`src/shared/gd_host_pkg.sv`:
```
// Package with constants and types for the gate driver host controller.
package gd_host_pkg;
  localparam int unsigned CLK_PERIOD_NS = 100;
  // Time that the device needs to finish its soft shutdown after a fault.
  localparam int unsigned SHUTDOWN_NS = 3000;
  // Least width of the fault pulse in auto-reset wiring.
  localparam int unsigned FAULT_MIN_NS = 3000;
  // Least time the gate-low command stands before reset is taken low.
  localparam int unsigned GATE_LOW_SETUP_NS = 1000;
  // Least width of the reset pulse driven to the device.
  localparam int unsigned RESET_PULSE_NS = 1000;
  localparam int unsigned CNT_W = 8;
  localparam logic [CNT_W-1:0] SHUTDOWN_CYC = CNT_W'((SHUTDOWN_NS + CLK_PERIOD_NS - 1) / CLK_PERIOD_NS);
  localparam logic [CNT_W-1:0] FAULT_MIN_CYC = CNT_W'((FAULT_MIN_NS + CLK_PERIOD_NS - 1) / CLK_PERIOD_NS);
  localparam logic [CNT_W-1:0] SETUP_CYC = CNT_W'((GATE_LOW_SETUP_NS + CLK_PERIOD_NS - 1) / CLK_PERIOD_NS);
  localparam logic [CNT_W-1:0] RESET_CYC = CNT_W'((RESET_PULSE_NS + CLK_PERIOD_NS - 1) / CLK_PERIOD_NS);
  localparam logic [CNT_W-1:0] CNT_ZERO = 8'h00;
  localparam logic [CNT_W-1:0] CNT_ONE = 8'h01;
  // Wiring mode of the driver as seen by the controller.
  typedef enum logic [1:0] {
    MODE_LOCAL = 2'h0,
    MODE_AUTO = 2'h1,
    MODE_GLOBAL = 2'h2
  } wiring_mode_t;
  typedef enum {
    ST_RUN,
    ST_FAULT_WAIT,
    ST_GATE_LOW,
    ST_RESET,
    ST_RELEASE
  } host_state_t;
endpackage : gd_host_pkg

```
`src/shared/pin_sync_if.sv`:
```
// Interface carrying one raw pin into the synchroniser and its filtered level out.
`timescale 1ns/10ps
interface pin_sync_if;
  logic raw;
  logic level;
  logic fall;
  logic rise;
  modport sync (input raw, output level, output fall, output rise);
  modport user (output raw, input level, input fall, input rise);
endinterface : pin_sync_if

```
`src/hdl/gd_host_ctrl.sv`:
```
// Host controller that drives one isolated gate driver's control and reset pins and watches its fault pin.
// How it works
// - Inverting global mode: fault tied to noninverting input
// - Shared fault bus disables all drivers
// - Poll each fault, reset each driver alone
// - Auto-reset: gate command doubles as reset
// - Gate-low first, then reset low (auto-reset takes both low in the same cycle)
// - Drive both control inputs push-pull, except noninverting in inverting global mode
`timescale 1ns/10ps
module gd_host_ctrl
  import gd_host_pkg::*;
(
  input wire logic mclk_i,
  input wire logic arst_n_i,
  input wire logic pwm_cmd_i,
  input wire logic invert_mode_i,
  input wire wiring_mode_t wiring_mode_i,
  input wire logic fault_pin_i,
  input wire logic recover_req_i,
  output logic noninverting_gate_in_o,
  output logic inverting_gate_in_o,
  output logic noninverting_gate_oe_o,
  output logic reset_n_o,
  output logic fault_seen_o,
  output logic fault_short_o,
  output logic busy_o
);
  host_state_t state_reg;
  host_state_t state_next;
  logic [CNT_W-1:0] cnt_reg;
  logic [CNT_W-1:0] cnt_next;
  logic [CNT_W-1:0] low_cnt_reg;
  logic [CNT_W-1:0] low_cnt_next;
  logic gate_cmd_reg;
  logic gate_cmd_next;
  logic reset_n_reg;
  logic reset_n_next;
  logic fault_seen_reg;
  logic short_reg;
  logic short_next;
  logic fault_low;
  logic gate_allowed;
  logic cnt_done;
  logic auto_mode;
  logic global_mode;
  logic in_run;
  // Fault pulse measurement for the auto-reset wiring.
  logic low_cnt_full;
  logic [CNT_W-1:0] low_cnt_inc;
  logic pulse_short;
  logic fault_seen_next;
  logic short_clear;

  pin_sync_if fault_if ();

  assign fault_if.raw = fault_pin_i;

  pin_sync u_fault_sync (
    .mclk_i(mclk_i),
    .arst_n_i(arst_n_i),
    .port_io(fault_if)
  );

  // The fault pin is open drain at the device; low means a latched fault.
  assign fault_low = ~fault_if.level;
  assign auto_mode = (wiring_mode_i == MODE_AUTO);
  assign global_mode = (wiring_mode_i == MODE_GLOBAL);
  assign cnt_done = (cnt_reg == CNT_ZERO);
  // Gate command is held low outside ST_RUN so the device sees gate-low before reset.
  assign in_run = (state_reg == ST_RUN);
  assign gate_allowed = in_run && !fault_low;
  assign gate_cmd_next = gate_allowed & pwm_cmd_i;

  // Auto wiring: reset follows the gate command, so the off phase clears the latch.
  always_comb
  begin
    state_next = state_reg;
    cnt_next = cnt_reg;
    reset_n_next = 1'b1;
    unique case (state_reg)
      ST_RUN:
      begin
        if (auto_mode)
        begin
          reset_n_next = gate_cmd_next;
        end
        if (fault_low && !auto_mode)
        begin
          state_next = ST_FAULT_WAIT;
          cnt_next = SHUTDOWN_CYC;
        end
      end
      ST_FAULT_WAIT:
      begin
        // Let the soft shutdown finish before anything else happens.
        if (cnt_done)
        begin
          if (recover_req_i)
          begin
            state_next = ST_GATE_LOW;
            cnt_next = SETUP_CYC;
          end
        end
        else
        begin
          cnt_next = cnt_reg - CNT_ONE;
        end
      end
      ST_GATE_LOW:
      begin
        if (cnt_done)
        begin
          state_next = ST_RESET;
          cnt_next = RESET_CYC;
        end
        else
        begin
          cnt_next = cnt_reg - CNT_ONE;
        end
      end
      ST_RESET:
      begin
        reset_n_next = 1'b0;
        if (cnt_done)
        begin
          state_next = ST_RELEASE;
        end
        else
        begin
          cnt_next = cnt_reg - CNT_ONE;
        end
      end
      ST_RELEASE:
      begin
        // Wait for the fault line to come back high; a shared bus may still be held by another driver.
        if (!fault_low)
        begin
          state_next = ST_RUN;
        end
      end
    endcase
  end

  // Measure each fault pulse so a pulse shorter than the least width is flagged in auto-reset wiring.
  // The count saturates at the least width, so a long fault can never wrap back to a short one.
  assign low_cnt_full = (low_cnt_reg == FAULT_MIN_CYC);
  assign low_cnt_inc = low_cnt_full ? low_cnt_reg : low_cnt_reg + CNT_ONE;
  assign low_cnt_next = fault_low ? low_cnt_inc : CNT_ZERO;
  // At the rising edge the current cycle is still low, so the next count is the whole pulse length.
  assign pulse_short = fault_if.rise && auto_mode && (low_cnt_next < FAULT_MIN_CYC);
  assign short_next = short_reg | pulse_short;
  // A new short pulse wins over the recovery clear in the same cycle.
  assign short_clear = recover_req_i & ~pulse_short;
  // A new fault edge wins over the recovery clear in the same cycle.
  assign fault_seen_next = fault_if.fall | (fault_seen_reg & ~recover_req_i);

  // Sequencer state and its shared cycle counter.
  always_ff @(posedge mclk_i or negedge arst_n_i)
  begin
    if (!arst_n_i)
    begin
      state_reg <= ST_RUN;
      cnt_reg <= CNT_ZERO;
    end
    else
    begin
      state_reg <= state_next;
      cnt_reg <= cnt_next;
    end
  end

  // Pin drivers are registered so the device never sees a combinational glitch.
  always_ff @(posedge mclk_i or negedge arst_n_i)
  begin
    if (!arst_n_i)
    begin
      gate_cmd_reg <= 1'b0;
      reset_n_reg <= 1'b1;
    end
    else
    begin
      gate_cmd_reg <= gate_cmd_next;
      reset_n_reg <= reset_n_next;
    end
  end

  // Sticky status flags and the pulse width counter.
  always_ff @(posedge mclk_i or negedge arst_n_i)
  begin
    if (!arst_n_i)
    begin
      low_cnt_reg <= CNT_ZERO;
      fault_seen_reg <= 1'b0;
      short_reg <= 1'b0;
    end
    else
    begin
      low_cnt_reg <= low_cnt_next;
      fault_seen_reg <= fault_seen_next;
      short_reg <= short_next & ~short_clear;
    end
  end

  // Inverting wiring: active input is the inverting one, noninverting held high, or left to the fault bus in global wiring.
  assign inverting_gate_in_o = invert_mode_i ? ~gate_cmd_reg : 1'b0;
  assign noninverting_gate_in_o = invert_mode_i ? 1'b1 : gate_cmd_reg;
  // In inverting global wiring the noninverting pin is the fault bus, so release it.
  assign noninverting_gate_oe_o = ~(invert_mode_i & global_mode);
  assign reset_n_o = reset_n_reg;
  assign fault_seen_o = fault_seen_reg;
  assign fault_short_o = short_reg;
  assign busy_o = ~in_run;
endmodule : gd_host_ctrl

```
`src/hdl/pin_sync.sv`:
```
// Three-stage synchroniser with agreement filter for one asynchronous pin.
`timescale 1ns/10ps
module pin_sync
  import gd_host_pkg::*;
(
  input wire logic mclk_i,
  input wire logic arst_n_i,
  pin_sync_if.sync port_io
);
  logic [2:0] stage_reg;
  logic level_reg;
  logic level_next;
  logic agree;

  // The first stage feeds only the second; the filter looks at stages two and three.
  assign agree = (stage_reg[1] == stage_reg[2]);
  assign level_next = agree ? stage_reg[2] : level_reg;
  assign port_io.level = level_reg;
  assign port_io.fall = level_reg & ~level_next;
  assign port_io.rise = ~level_reg & level_next;

  always_ff @(posedge mclk_i or negedge arst_n_i)
  begin
    if (!arst_n_i)
    begin
      stage_reg <= 3'h7;
      level_reg <= 1'b1;
    end
    else
    begin
      stage_reg <= {stage_reg[1:0], port_io.raw};
      level_reg <= level_next;
    end
  end
endmodule : pin_sync

```
`config.mk`:
```
export PLATFORM = sky130hd
export DESIGN_NAME = gd_host_ctrl
export DESIGN_NICKNAME = d
export VERILOG_FILES = /design/src/shared/gd_host_pkg.sv /design/src/shared/pin_sync_if.sv /design/src/hdl/gd_host_ctrl.sv /design/src/hdl/pin_sync.sv
export SDC_FILE = /design/constraint.sdc
export NUM_CORES = 1
export LEC_CHECK = 0
export BUFFER_PORTS_ARGS = -buffer_cell sky130_fd_sc_hd__buf_2
export CAP_MARGIN = 5
export CELL_PAD_IN_SITES_DETAIL_PLACEMENT = 2
export CELL_PAD_IN_SITES_GLOBAL_PLACEMENT = 2
export CORE_ASPECT_RATIO = 2
export CORE_UTILIZATION = 35
export DETAILED_ROUTE_END_ITERATION = 7
export PLACE_DENSITY = 0.87
export SLEW_MARGIN = 15
export SYNTH_ARGS = -nofsm -noshare
export SYNTH_HDL_FRONTEND = slang
export SYNTH_SLANG_ARGS = --single-unit
```
`constraint.sdc`:
```
create_clock -name mclk_i -period 3.8 [get_ports mclk_i]
set_input_delay 0.19 -clock mclk_i [delete_from_list [all_inputs] [get_ports mclk_i]]
set_output_delay 0.19 -clock mclk_i [all_outputs]
set_load 0.005 [all_outputs]
```
==> results.txt <==
The initial detailed-routing violation count is 12. The reported leakage power came out at about 0.67 nW. The reg2reg setup slack came out at between 1.5 and 2 ns. In this run the critical register-to-register path is captured at state_reg[1]$_DFFE_PN0P_. Setup violations remaining at the end of the flow were counted as 0. After layout, the minimum clock period comes to a little over 2 ns.

The max-slew violation count came out at 0. The total of buffers placed on input and output ports is 14. The wire length of the first global-routing pass came out at 6.46 mm. The analysis attributes to net switching a power of 0.147 mW. The arrival time at the worst endpoint came out at between 2 and 2.5 ns.

The post-synthesis cell area came out at approximately 0.0015 mm2. The post-cts gate resize count came out at 0. The detailed-route DRC error count is 0. The routed via count is around 1200. The non-filler instance count after layout came out at between 200 and 250. The residual overflow from global routing is 0. The data required time at the worst endpoint is approximately 4.0 ns.

Synthesis instantiated between 40 and 50 different standard cells from the library. The number of buffers inserted by post-CTS setup repair came out at 0. The total routing resource utilization after global routing is between 10% and 20%.

After detailed placement, the design holds a cell count of approximately 220. The number of global-route vias before repair is approximately 1400. The die width came out at ~48 um.

The startpoint identified for the worst register-to-register timing path is cnt_reg[0]$_DFFE_PN0P_. The top-level port count came out at 15. In this run the number of H-tree levels came out at 1. The combinational share of power came out at 12.2%. In this run the core area contains 33 standard-cell rows. The placer congestion estimate is between 0.7 and 0.8.

The startpoint identified for the worst hold timing path is pwm_cmd_i. The worst setup path category is reg2reg. The flip-flop and latch count after synthesis came out at 27. The share of cells above drive strength 1 came out at a little under a fifth. For this configuration, the core starts out at a cell density of between 30% and 40%.

After filler insertion, the fill cell instance count of the layout stands at about 450. The number of warnings printed during yosys synthesis is 0. The maximum achievable frequency is 481 MHz. The pre-antenna-repair detailed-routing pass consisted of 3 iterations. Net switching is a little over a quarter of the power.

The number of max-cap violations came out at 0. The clock slew seen by the registers of the worst setup and hold paths is roughly 0.09 ns. Clock tree synthesis selected as its root buffer the cell sky130_fd_sc_hd__clkbuf_8. In the synthesized netlist the dominant register cell turns out to be sky130_fd_sc_hd__dfrtp_1. Adding up every negative setup slack in the final design gives 0 ns. The internal power component came out at between 0.4 and 0.5 mW. Relative to the synthesized area, the layout overhead comes to 12.1%. The number of hold violations in the final report is 0. The portion of the clock cycle consumed by the worst path in the final layout is between 50% and 60%. The clock passes through at most 2 buffers. The clock skew after layout came out at 0.00285 ns. Entering global routing, the biggest net connects 28 pins. The depth of the worst register-to-register path came out at 6. STA classifies the critical path endpoint as a register. The min-delay analysis places its worst path in the category in2reg. The highest fanout seen on the critical path came out at 10. In the synthesized netlist, the number of instances is between 150 and 200.

The wire length per cell after detailed routing is between 15 and 20 um. The antenna cell count came out at 0. The fraction of the yosys area taken by sequential cells is around 46%. Registers are responsible for between 50% and 60% of the overall power. The peak ir drop on the vdd network came out at approximately 190 uV. The slew at the pin closest to its max-slew limit is approximately 0.65 ns. The clock tree from TritonCTS is done.

The vias per cell came out at between 5 and 6. The total wire length came out at 4.03 mm. The mean post-synth cell area is around 9.7 um2. The worst hold path passes through 3 cells.

The run finished with clean final reports. The library cell used most frequently in the layout, excluding fill and tap cells, is sky130_fd_sc_hd__dfrtp_1. In the layout the commonest cells are sky130_fd_sc_hd__dfrtp_1 (22), sky130_fd_sc_hd__buf_2 (14), sky130_fd_sc_hd__nand2_1 (13), sky130_fd_sc_hd__a21oi_1 (13), sky130_fd_sc_hd__nor2_1 (12). The net count of the mapped netlist is about 170. Counting the buffers created by CTS gives 3.

The number of nets in the layout came out at between 150 and 200. The antenna violation net count after detailed routing is 0. The area of the core came out at 0.00409 mm2.

The tree built by TritonCTS fans out to 27 sinks. The worst setup path is launched from a register. The relative contribution of the clock network to total power came out at between 20% and 30%.

Dividing total power by cell area gives a power density of around 330 mW/mm2. The initial antenna violation count is 0. The share of synthesized flip-flops with an asynchronous set or reset came out at 100%. The worst pin sits at a relative slew slack of between 50% and 60%. At the later pin of the worst-skew pair, clock insertion delay measures roughly 0.27 ns. Counting flops with a built-in enable in the synthesized netlist gives 0. Setup repair after global routing left no endpoint under its margin. Once detailed placement completed, the half-perimeter wirelength came to between 3 and 4 mm. The chip height is 94.5 um. The endpoint with the worst hold slack is gate_cmd_reg$_DFF_PN0_. The die area came out at between 0.004 and 0.005 mm2.
cell families after synthesis:
| group | share of synthesized area (%) |
|---|---|
| AO/OA/AOI/OAI | 19.4 |
| adder cells (fa/ha/maj) | 2.51 |
| AND/OR/NAND/NOR | 25.2 |
| XOR/XNOR | 2.92 |
| flip-flops | 45.5 |
| multiplexers | 0.668 |
| buffers and inverters | 3.76 |
power groups by stage:
stage,registers (mW),logic [mW],clock network (mW)
floorplan,0.322,0.0435,0
global placement,0.330,0.0611,0
detailed placement,0.331,0.0676,0
CTS,0.326,0.0690,0.172
global route,0.329,0.0787,0.183
finish,0.325,0.0676,0.162
how the worst max path moves through the flow:
stage	end	startpoint
6_report	state_reg[1]$_DFFE_PN0P_	cnt_reg[0]$_DFFE_PN0P_
5_1_grt	state_reg[1]$_DFFE_PN0P_	cnt_reg[0]$_DFFE_PN0P_
4_1_cts	state_reg[1]$_DFFE_PN0P_	cnt_reg[0]$_DFFE_PN0P_
3_5_place_dp	cnt_reg[0]$_DFFE_PN0P_	cnt_reg[0]$_DFFE_PN0P_
3_3_place_gp	cnt_reg[1]$_DFFE_PN0P_	cnt_reg[0]$_DFFE_PN0P_
2_1_floorplan	state_reg[1]$_DFFE_PN0P_	cnt_reg[0]$_DFFE_PN0P_
Yosys cell counts, drive strengths merged (2+ instances only):
cell type | number | share of area, %
dfrtp | 22 | 37
a21oi | 13 | 4.3
nand2 | 13 | 3.3
nor2 | 12 | 3.0
inv | 9 | 2.3
nand3 | 9 | 3.3
o21ai | 7 | 2.3
dfstp | 5 | 8.8
nand3b | 5 | 2.5
nor2b | 5 | 2.1
nor3 | 4 | 2.1
a22o | 3 | 1.8
a31oi | 3 | 1.3
and3 | 3 | 1.6
clkbuf | 3 | 0.75
ha | 3 | 2.5
or3 | 3 | 1.3
xnor2 | 3 | 1.8
nand4 | 2 | 0.84
o2111ai | 2 | 1.6
o2bb2ai | 2 | 1.2
o41ai | 2 | 1.2
or2 | 2 | 0.84
xor2 | 2 | 1.2
final cells by class:
class	instances	area [um2]	area share, %
Clock inverter	1	7.51	0.447
Timing Repair Buffer	16	90.1	5.37
Tap cell	52	65.1	3.87
Sequential cell	27	682	40.6
Clock buffer	3	41.3	2.46
Multi-Input combinational cell	115	759	45.2
Inverter	9	33.8	2.01
critical path: stages (launching register included):
cell and delay [ns]:
sky130_fd_sc_hd__dfrtp_1 0.41, sky130_fd_sc_hd__inv_1 0.11, sky130_fd_sc_hd__ha_1 0.22, sky130_fd_sc_hd__nor4b_4 0.51, sky130_fd_sc_hd__nand3_2 0.21, sky130_fd_sc_hd__or3_1 0.39
sky130_fd_sc_hd__a21oi_1 0.17
what timing repair did:
item	CTS	global route
hold endpoints to repair	22	1
hold buffers	1	1
endpoints found under the setup margin	0	0
metal layers:
metal  global-route usage [%]  wire (um)
met5                        0          0
met4                     8.80        102
met3                     1.91         30
met2                     38.3       2460
met1                     18.9       1430
through the flow:
step                      hold slack [ns]  worst slack [ns]  total power, mW  util, %  cell area (um2)
after detailed placement            0.242              1.83            0.399     39.4             1610
after CTS                        0.000649              1.75            0.567     40.8             1670
after floorplan                    -0.106              2.10            0.366        -             1500
after global placement              0.227              1.95            0.391     39.4             1610
after global routing                0.169              1.56            0.591     41.1             1680
final                               0.174              1.72            0.555     41.1             1680
Power figures use the tool's default switching activity.
